### src/seq_defs.vh
`ifndef SEQ_DEFS_VH
`define SEQ_DEFS_VH
// Clocks per instruction cycle
`define CLKS_PER_ICYC 4
`define PHASE_LAST 2'h3
// Instruction class codes (5 bits)
`define OP_NOP 5'h00
`define OP_ADD 5'h01
`define OP_ADC 5'h02
`define OP_SUB 5'h03
`define OP_SBC 5'h04
`define OP_AND 5'h05
`define OP_OR 5'h06
`define OP_XOR 5'h07
`define OP_CPL 5'h08
`define OP_INC 5'h09
`define OP_DEC 5'h0A
`define OP_RR 5'h0B
`define OP_RL 5'h0C
`define OP_RRC 5'h0D
`define OP_RLC 5'h0E
`define OP_MOVAM 5'h0F
`define OP_MOVMA 5'h10
`define OP_MOVAX 5'h11
`define OP_CLRB 5'h12
`define OP_SETB 5'h13
`define OP_JMP 5'h14
`define OP_CALL 5'h15
`define OP_RET 5'h16
`define OP_INTERRUPT_RETURN 5'h17
`define OP_SZ 5'h18
`define OP_SNZ 5'h19
`define OP_SZB 5'h1A
`define OP_SNZB 5'h1B
`define OP_TABRD 5'h1C
`define OP_HALT 5'h1D
`define OP_CLRM 5'h1E
// Instruction word fields: [15:11] op, [10] dest is memory, [9:0] operand
`define F_OP_HI 15
`define F_OP_LO 11
`define F_DEST 10
`define F_BIT_HI 9
`define F_BIT_LO 7
// Address of the program counter low byte in data memory sector 0
`define PCL_ADDR 7'h06
`define PC_RESET 11'h000
`endif

### src/cycle_timer.v
`timescale 1ns/1ps
`include "seq_defs.vh"
// Phase counter marking instruction cycle boundaries
module cycle_timer (
   input wire clk,
   input wire reset,
   input wire run,
   output reg [1:0] phase_r,
   output wire icyc_end
);
   // ****************************************
   // Phase count
   // ****************************************
   assign icyc_end = run & (phase_r == `PHASE_LAST);
   // Stalls while halted so the next cycle starts cleanly at phase 0
   always @(posedge clk) begin
      if (reset) begin
         phase_r <= 2'h0;
      end else if (run) begin
         phase_r <= phase_r + 2'h1;
      end
   end
endmodule

### src/alu8.v
`timescale 1ns/1ps
`include "seq_defs.vh"
// Combinational 8-bit arithmetic, logic and rotate unit
module alu8 (
   input wire [4:0] op,
   input wire [7:0] acc,
   input wire [7:0] mem,
   input wire [7:0] imm,
   input wire use_imm,
   input wire [2:0] bit_sel,
   input wire carry_in,
   input wire zero_in,
   output reg [7:0] result,
   output reg carry_out,
   output reg zero_out
);
   reg [8:0] wide;
   reg [7:0] opnd;
   // ****************************************
   // Operation select
   // ****************************************
   always @* begin
      wide = 9'h000;
      opnd = use_imm ? imm : mem;
      result = opnd;
      carry_out = carry_in;
      zero_out = zero_in;
      case (op)
         `OP_ADD, `OP_ADC: begin
            wide = {1'b0, acc} + {1'b0, opnd}
               + {8'h00, (op == `OP_ADC) & carry_in};
            result = wide[7:0];
            carry_out = wide[8];
            zero_out = (wide[7:0] == 8'h00);
         end
         `OP_SUB, `OP_SBC: begin
            // Carry high means no borrow
            wide = {1'b0, acc} - {1'b0, opnd}
               - {8'h00, (op == `OP_SBC) & ~carry_in};
            result = wide[7:0];
            carry_out = ~wide[8];
            zero_out = (wide[7:0] == 8'h00);
         end
         `OP_AND: begin
            result = acc & opnd;
            zero_out = (result == 8'h00);
         end
         `OP_OR: begin
            result = acc | opnd;
            zero_out = (result == 8'h00);
         end
         `OP_XOR: begin
            result = acc ^ opnd;
            zero_out = (result == 8'h00);
         end
         `OP_CPL: begin
            result = ~mem;
            zero_out = (result == 8'h00);
         end
         `OP_INC: begin
            result = mem + 8'h01;
            zero_out = (result == 8'h00);
         end
         `OP_DEC: begin
            result = mem - 8'h01;
            zero_out = (result == 8'h00);
         end
         `OP_RR: result = {mem[0], mem[7:1]};
         `OP_RL: result = {mem[6:0], mem[7]};
         `OP_RRC: begin
            result = {carry_in, mem[7:1]};
            carry_out = mem[0];
         end
         `OP_RLC: begin
            result = {mem[6:0], carry_in};
            carry_out = mem[7];
         end
         `OP_MOVMA: result = acc;
         `OP_CLRB: result = mem & ~(8'h01 << bit_sel);
         `OP_SETB: result = mem | (8'h01 << bit_sel);
         `OP_CLRM: result = 8'h00;
         default: result = opnd;
      endcase
   end
endmodule

### src/mcu_instruction_sequencer.v
`timescale 1ns/1ps
`include "seq_defs.vh"
module mcu_instruction_sequencer #(
   parameter PC_W = 11,
   parameter STACK_DEPTH = 8
) (
   input wire clk,
   input wire reset,
   input wire [15:0] instr,
   input wire [15:0] table_data,
   input wire [7:0] mem_rdata,
   input wire wake,
   output reg [PC_W-1:0] pmem_addr_r,
   output reg [6:0] dmem_addr_r,
   output reg [7:0] dmem_wdata_r,
   output reg dmem_we_r,
   output reg [7:0] acc_r,
   output reg carry_r,
   output reg zero_r,
   output reg global_interrupt_enable_r,
   output reg [7:0] table_low_r,
   output reg halted_r,
   output reg extra_cycle_r
);
   // ****************************************
   // Declarations
   // ****************************************
   localparam S_EXEC = 2'h0;
   localparam S_EXTRA = 2'h1;
   localparam S_HALT = 2'h2;
   localparam SP_W = 3;
   reg [1:0] state_r;
   reg [1:0] state_nxt;
   reg [PC_W-1:0] pc_r;
   reg [PC_W-1:0] pc_nxt;
   reg [PC_W-1:0] stack_mem [0:STACK_DEPTH-1];
   reg [SP_W-1:0] sp_r;
   reg [15:0] ir_r;
   reg wake_meta_r;
   reg wake_sync_r;
   reg need_extra;
   reg skip_taken;
   reg mem_write;
   wire [1:0] phase;
   wire icyc_end;
   wire [4:0] op;
   wire dest_mem;
   wire [2:0] bit_sel;
   wire [7:0] imm;
   wire [6:0] maddr;
   wire [7:0] alu_result;
   wire alu_carry;
   wire alu_zero;
   wire use_imm;
   wire pcl_write;
   wire [PC_W-1:0] ret_addr;
   wire [PC_W-1:0] pc_inc;
   wire commit;
   wire ir_is_table;
   wire table_end;

   // ****************************************
   // Field decode
   // ****************************************
   assign op = instr[`F_OP_HI:`F_OP_LO];
   assign dest_mem = instr[`F_DEST];
   assign bit_sel = instr[`F_BIT_HI:`F_BIT_LO];
   assign imm = instr[7:0];
   // Only sector 0 is reachable; the sector bits are not modelled
   assign maddr = instr[6:0];
   assign use_imm = (op == `OP_MOVAX) | ~dest_mem & instr[9]
      & (op <= `OP_XOR) & (op != `OP_NOP);
   assign pc_inc = pc_r + {{(PC_W-1){1'b0}}, 1'b1};
   assign ret_addr = stack_mem[sp_r - 3'h1];

   // ****************************************
   // Sub-blocks
   // ****************************************
   cycle_timer u_timer (
      .clk(clk),
      .reset(reset),
      .run(state_r != S_HALT),
      .phase_r(phase),
      .icyc_end(icyc_end)
   );

   alu8 u_alu (
      .op(op),
      .acc(acc_r),
      .mem(mem_rdata),
      .imm(imm),
      .use_imm(use_imm),
      .bit_sel(bit_sel),
      .carry_in(carry_r),
      .zero_in(zero_r),
      .result(alu_result),
      .carry_out(alu_carry),
      .zero_out(alu_zero)
   );

   // ****************************************
   // Memory write decision
   // ****************************************
   // Writes that land on the low PC byte redirect the fetch
   always @* begin
      case (op)
         `OP_CPL, `OP_INC, `OP_DEC, `OP_RR, `OP_RL, `OP_RRC, `OP_RLC,
         `OP_ADD, `OP_ADC, `OP_SUB, `OP_SBC, `OP_AND, `OP_OR, `OP_XOR:
            mem_write = dest_mem;
         `OP_MOVMA, `OP_CLRB, `OP_SETB, `OP_CLRM: mem_write = 1'b1;
         default: mem_write = 1'b0;
      endcase
   end
   assign pcl_write = mem_write & (maddr == `PCL_ADDR);

   // ****************************************
   // Skip and extra cycle decode
   // ****************************************
   always @* begin
      skip_taken = 1'b0;
      case (op)
         `OP_SZ: skip_taken = (mem_rdata == 8'h00);
         `OP_SNZ: skip_taken = (mem_rdata != 8'h00);
         `OP_SZB: skip_taken = ~mem_rdata[bit_sel];
         `OP_SNZB: skip_taken = mem_rdata[bit_sel];
         default: skip_taken = 1'b0;
      endcase
      case (op)
         `OP_JMP, `OP_CALL, `OP_RET, `OP_INTERRUPT_RETURN, `OP_TABRD:
            need_extra = 1'b1;
         default: need_extra = pcl_write | skip_taken;
      endcase
   end

   // ****************************************
   // Next program counter
   // ****************************************
   always @* begin
      pc_nxt = pc_inc;
      case (op)
         `OP_JMP, `OP_CALL: pc_nxt = instr[PC_W-1:0];
         `OP_RET, `OP_INTERRUPT_RETURN: pc_nxt = ret_addr;
         default: begin
            if (pcl_write) begin
               pc_nxt = {pc_r[PC_W-1:8], alu_result};
            end else if (skip_taken) begin
               pc_nxt = pc_r + {{(PC_W-2){1'b0}}, 2'h2};
            end
         end
      endcase
   end

   // ****************************************
   // Sequencer state
   // ****************************************
   always @* begin
      state_nxt = state_r;
      case (state_r)
         S_EXEC: begin
            if (icyc_end) begin
               if (op == `OP_HALT) begin
                  state_nxt = S_HALT;
               end else if (need_extra) begin
                  state_nxt = S_EXTRA;
               end
            end
         end
         S_EXTRA: begin
            if (icyc_end) begin
               state_nxt = S_EXEC;
            end
         end
         S_HALT: begin
            if (wake_sync_r) begin
               state_nxt = S_EXEC;
            end
         end
         default: state_nxt = S_EXEC;
      endcase
   end

   // Wake comes from outside the clock domain
   always @(posedge clk) begin
      if (reset) begin
         wake_meta_r <= 1'b0;
         wake_sync_r <= 1'b0;
      end else begin
         wake_meta_r <= wake;
         wake_sync_r <= wake_meta_r;
      end
   end

   // ****************************************
   // Commit strobes
   // ****************************************
   // Instruction takes effect at the last phase of its first cycle
   assign commit = (state_r == S_EXEC) & icyc_end;
   // The held word names a table read; the live bus may already move on
   assign ir_is_table = (ir_r[`F_OP_HI:`F_OP_LO] == `OP_TABRD);
   assign table_end = (state_r == S_EXTRA) & icyc_end & ir_is_table;

   // ****************************************
   // Control state
   // ****************************************
   // Status outputs copy the next state, so they line up with it
   always @(posedge clk) begin
      if (reset) begin
         state_r <= S_EXEC;
         halted_r <= 1'b0;
         extra_cycle_r <= 1'b0;
      end else begin
         state_r <= state_nxt;
         halted_r <= (state_nxt == S_HALT);
         extra_cycle_r <= (state_nxt == S_EXTRA);
      end
   end

   // ****************************************
   // Program flow
   // ****************************************
   // Counter and held word move together, only at a commit
   always @(posedge clk) begin
      if (reset) begin
         pc_r <= `PC_RESET;
         ir_r <= 16'h0000;
      end else if (commit) begin
         ir_r <= instr;
         pc_r <= pc_nxt;
      end
   end

   // Fetch address; a table read borrows it during its extra cycle
   always @(posedge clk) begin
      if (reset) begin
         pmem_addr_r <= `PC_RESET;
      end else if (state_r == S_EXTRA && ir_is_table) begin
         pmem_addr_r <= {{(PC_W-8){1'b0}}, acc_r};
      end else begin
         pmem_addr_r <= pc_r;
      end
   end

   // Return stack; depth is not checked, so deep nesting wraps round
   // and overwrites the oldest return point
   always @(posedge clk) begin
      if (reset) begin
         sp_r <= 3'h0;
      end else if (commit) begin
         case (op)
            `OP_CALL: begin
               stack_mem[sp_r] <= pc_inc;
               sp_r <= sp_r + 3'h1;
            end
            `OP_RET, `OP_INTERRUPT_RETURN: sp_r <= sp_r - 3'h1;
            default: begin
            end
         endcase
      end
   end

   // Only the interrupt return raises the enable; a plain return keeps it
   always @(posedge clk) begin
      if (reset) begin
         global_interrupt_enable_r <= 1'b0;
      end else if (commit && op == `OP_INTERRUPT_RETURN) begin
         global_interrupt_enable_r <= 1'b1;
      end
   end

   // ****************************************
   // Data path
   // ****************************************
   // Accumulator and flags change only at a commit
   always @(posedge clk) begin
      if (reset) begin
         acc_r <= 8'h00;
         carry_r <= 1'b0;
         zero_r <= 1'b0;
      end else if (commit) begin
         carry_r <= alu_carry;
         zero_r <= alu_zero;
         case (op)
            `OP_ADD, `OP_ADC, `OP_SUB, `OP_SBC, `OP_AND, `OP_OR,
            `OP_XOR, `OP_CPL, `OP_INC, `OP_DEC, `OP_RR, `OP_RL,
            `OP_RRC, `OP_RLC: begin
               if (!dest_mem) begin
                  acc_r <= alu_result;
               end
            end
            `OP_MOVAM, `OP_MOVAX: acc_r <= alu_result;
            default: begin
            end
         endcase
      end
   end

   // Data memory port; the strobe lasts one clock so each commit that
   // writes memory writes exactly once, and a table read writes at its cycle end
   always @(posedge clk) begin
      if (reset) begin
         dmem_we_r <= 1'b0;
         dmem_addr_r <= 7'h00;
         dmem_wdata_r <= 8'h00;
      end else if (table_end) begin
         dmem_we_r <= 1'b1;
         dmem_addr_r <= ir_r[6:0];
         dmem_wdata_r <= table_data[7:0];
      end else begin
         dmem_we_r <= commit & mem_write;
         dmem_addr_r <= maddr;
         if (commit & mem_write) begin
            dmem_wdata_r <= alu_result;
         end
      end
   end

   // Table word arrives at the end of the extra cycle
   always @(posedge clk) begin
      if (reset) begin
         table_low_r <= 8'h00;
      end else if (table_end) begin
         table_low_r <= table_data[7:0];
      end
   end
endmodule

### config.mk
export PLATFORM = sky130hd
export DESIGN_NAME = mcu_instruction_sequencer
export DESIGN_NICKNAME = d
export VERILOG_FILES = /design/src/cycle_timer.v /design/src/alu8.v /design/src/mcu_instruction_sequencer.v
export VERILOG_INCLUDE_DIRS = /design/src
export SDC_FILE = /design/constraint.sdc
export NUM_CORES = 1
export LEC_CHECK = 0
export ABC_CLOCK_PERIOD_IN_PS = 11000
export BUFFER_PORTS_ARGS = -buffer_cell sky130_fd_sc_hd__buf_2
export CAP_MARGIN = 15
export CORE_UTILIZATION = 50
export DETAILED_ROUTE_END_ITERATION = 8
export PLACE_DENSITY = 0.77
export SYNTH_ARGS = -nofsm -noshare
export SYNTH_HDL_FRONTEND = slang
export SYNTH_SLANG_ARGS = --single-unit
### constraint.sdc
create_clock -name clk -period 11 [get_ports clk]
set_input_delay 2.75 -clock clk [delete_from_list [all_inputs] [get_ports clk]]
set_output_delay 2.75 -clock clk [all_outputs]
set_load 0.01 [all_outputs]
==> impl_metrics.csv <==
group,metric,value,unit
run_status,status,"completed",
global_route,antenna_found_initial,0,
global_route,grt_remaining_overflow,0,
timing,final.min_clock_period,7.264,ns
clock_tree,cts_tree,"done",
clock_tree,cts_buffer_depth,2,
floorplan,coreArea,0.01959,mm²
synth,synth.top_cell.area_share,26.21,%
placement,gp_congestion,1.004,
worst_setup_path,crit_chain,"buf_2 > buf_4 > or3_1 > o2111ai_2 > mux2_2 > inv_1 > xnor2_1 > ha_1 > o21bai_1 > fa_1 > nand2b_1 > a21oi_1 > xnor2_1 > a2111oi_2 > o211ai_2 > a221oi_1 > a211oi_1 > or3_1",
timing,finalCritPeriodShare,66.04,%
synth,yosysUniqueCellTypes,95,
timing,tns,0,ns
timing,setup_violations,0,
timing,max-slew-margin-rel,25.00,%
worst_setup_path,endpoint_kind,"flop",
min_path,hold_path.class,"reg2reg",
global_route,grt_pass1_wl,46780,µm
routing,vias,8782,
placement,dp_hpwl,21370,µm
synth,ys_warn_count,0,
synth,synth.yosys.seq_area_share,42.10,%
timing,max_slew.worst_pin.slew,1.121,ns
timing,hold_ws,0.4548,ns
synth,synth_top_cell_by_area,"edfxtp_1",
synth,synthTopCellsByArea,"edfxtp_1 (26%), dfxtp_1 (16%), nand2_1 (5.6%)",
routing,detail_route.wirelength,31260,µm
pwr,p_switching,0.4697,mW
timing,rsz0062_at_grt,"false",
clock_tree,clock_sinks,168,
routing,wl_per_cell,23.00,µm
synth,netlist_area,0.01008,mm²
clock_tree,cts_resized,0,
cells_and_area,drive_above_1_share,17.20,%
worst_setup_path,crit_path_max_fanout,51,
worst_setup_path,cpPeakStageDelay,0.49,ns
cells_and_area,area_delta_synth_final,10.95,%
clock_tree,cts_hold_buf,0,
routing,drcViolationCount,0,
floorplan,fp.dieArea,0.02073,mm²
synth,synth-edff-count,88,
clock_tree,postCtsSetupBuffers,0,
synth,async_reset_ff_share,0,%
worst_setup_path,cp.required,11.31,ns
pwr,p_leak,4.188,nW
worst_setup_path,cp_slowest_cell,"mux2_2",
clock_tree,clock_latency,0.44,ns
pwr,p_sw_share,30.31,%
floorplan,rows,51,
routing,drtIter0Drc,1038,
cells_and_area,fin_cells,1359,
floorplan,io_pins,91,
global_route,grt_pass1_vias,7976,
pwr,power.total,1.549,mW
clock_tree,numCtsBuffers,17,
synth,synth_ff_type,"edfxtp_1",
timing,hold_viol_final,0,
pwr,p_int,1.080,mW
pwr,p_comb_share,14.7,%
floorplan,die_w,144.0,µm
placement,placed_cells,1324,
routing,ant_nets,0,
timing,clock_skew,0.01279,ns
placement,portBuffers,82,
clock_tree,clk_pin_slew,0.08,ns
pwr,powerDensity,138.5,mW/mm²
clock_tree,cts_root_buffer,"clkbuf_16",
pwr,p_seq_share,44.3,%
pwr,ir_worst_vdd,0.0001096,V
global_route,grtUsageTotal,30.61,%
cells_and_area,final_nets,1165,
worst_setup_path,worst_setup_path_start_kind,"primary input",
floorplan,start_util,51.46,%
worst_setup_path,cp.buffers_inverters,3,
worst_setup_path,crit_family,"compound AO/OA/AOI/OAI gates",
clock_tree,htree_num_levels,4,
synth,avgSynthCellArea,9.675,µm²
synth,syn-num-nets,1127,
worst_setup_path,cp.arrival,7.58,ns
pwr,power_frac_clock,41.0,%
routing,viasPerCell,6.462,
routing,drtPass1Iterations,6,
global_route,grt_max_degree,52,
worst_setup_path,crit_type,"in2reg",
synth,synth_seq_cells,168,
floorplan,dieHeight,144.0,µm
flow_run,maxCapViolCount,0,
timing,report.final.slew_viol_count,0,
synth,synthCells,1042,
timing,fmaxAchievable,0.1377,GHz
-- per-stage QoR --
stage,worst slack [ns],area [µm²],util (%)
after floorplan,4.441,10080,-
after global placement,3.458,10540,53.82
after detailed placement,3.424,10540,53.82
after CTS,3.828,11160,56.96
after global routing,3.506,11180,57.08
final,3.736,11180,57.09
-- metal layers --
metal  track usage, %  share of wire (%)
met1            40.69                 40
met5                0                  0
met2            47.95                 46
met3            5.960                9.2
met4            14.61                4.2
-- logic make-up after synthesis --
group / count (synthesis) / synth area share [%]
and+or+nand+nor: 387 / 19.32
muxes: 55 / 8.328
xor gates and xnor gates: 39 / 3.388
adders and majority gates: 42 / 5.436
DFF: 168 / 42.10
AOI/OAI and AO/OA: 230 / 16.05
buffers and inverters: 121 / 5.374
-- synthesized netlist by cell type, types with 8 or more instances --
| cell type | number |
|---|---|
| a211oi_1 | 9 |
| xnor2_1 | 33 |
| o22ai_1 | 10 |
| buf_1 | 8 |
| nand2_1 | 150 |
| inv_1 | 43 |
| nand4_1 | 15 |
| mux2i_1 | 25 |
| nor3_1 | 28 |
| nor2_1 | 62 |
| nor4_1 | 12 |
| o21ai_0 | 26 |
| a221oi_1 | 8 |
| a21oi_1 | 75 |
| nor2b_1 | 14 |
| or3_1 | 9 |
| buf_2 | 19 |
| nand2b_1 | 9 |
| dfxtp_1 | 80 |
| and3_1 | 10 |
| ha_1 | 39 |
| clkbuf_1 | 40 |
| o31ai_1 | 8 |
| mux4_2 | 22 |
| edfxtp_1 | 88 |
| a31oi_1 | 12 |
| nand3_1 | 29 |
-- power by group through the flow --
stage | Sequential (mW) | Combinational, mW | Clock [mW]
5_1_grt | 0.687 | 0.243 | 0.660
2_1_floorplan | 0.695 | 0.152 | 0
3_5_place_dp | 0.699 | 0.220 | 0
3_3_place_gp | 0.699 | 0.218 | 0
6_report | 0.686 | 0.228 | 0.636
4_1_cts | 0.685 | 0.222 | 0.636
-- area by class of cell --
cell class              count  area (µm²)
fillers                  1686        8406
multi-input cells         753        5301
flip-flops and latches    168        4244
repair buffers             96       523.0
clock buffers              17       425.4
well taps                 265       331.6
clock inverters            15       191.4
inverters                  44       165.2
diodes                      1       2.502
-- flip-flops by register name, summed over array words and instances, names as in the netlist, 2 cells and up --
name and flops:
pc_r 11, state_r 2, u_timer.phase_r 2, pmem_addr_r 11
sp_r 3, dmem_wdata_r 8, ir_r 12, acc_r 8
table_low_r 8, dmem_addr_r 7, stack_mem 88
-- placed cells by master, fill, tap and decap left out, drive strengths merged, types with 12 or more instances in the layout --
cell	Yosys	layout
a21oi	75	75
a31oi	12	12
buf	37	96
clkbuf	40	17
dfxtp	80	80
edfxtp	88	88
ha	39	39
inv	44	55
mux2i	25	25
mux4	22	22
nand2	150	150
nand3	30	30
nand4	16	16
nor2	63	63
nor2b	14	14
nor3	31	31
nor4	13	13
o21ai	29	29
xnor2	33	33
-- final timing paths --
kind                  start        endpoint  slack [ns]  cells past startpoint
setup reg to reg    carry_r         pc_r[4]        7.11                     13
setup / recovery  instr[12]         pc_r[4]        3.74                     18
hold reg to reg     ir_r[5]  dmem_addr_r[5]        0.45                      2
hold / removal      ir_r[5]  dmem_addr_r[5]        0.45                      2
-- worst register-to-register path, stage by stage (launching register included) --
cell	delay, ns
dfxtp_1	0.44
and3b_1	0.25
xnor2_1	0.14
ha_1	0.18
o21bai_1	0.21
fa_1	0.46
nand2b_1	0.19
a21oi_1	0.19
xnor2_1	0.15
a2111oi_2	0.49
o211ai_2	0.28
a221oi_1	0.36
a211oi_1	0.09
or3_1	0.34
No activity file was read; power rests on OpenSTA's default activity.
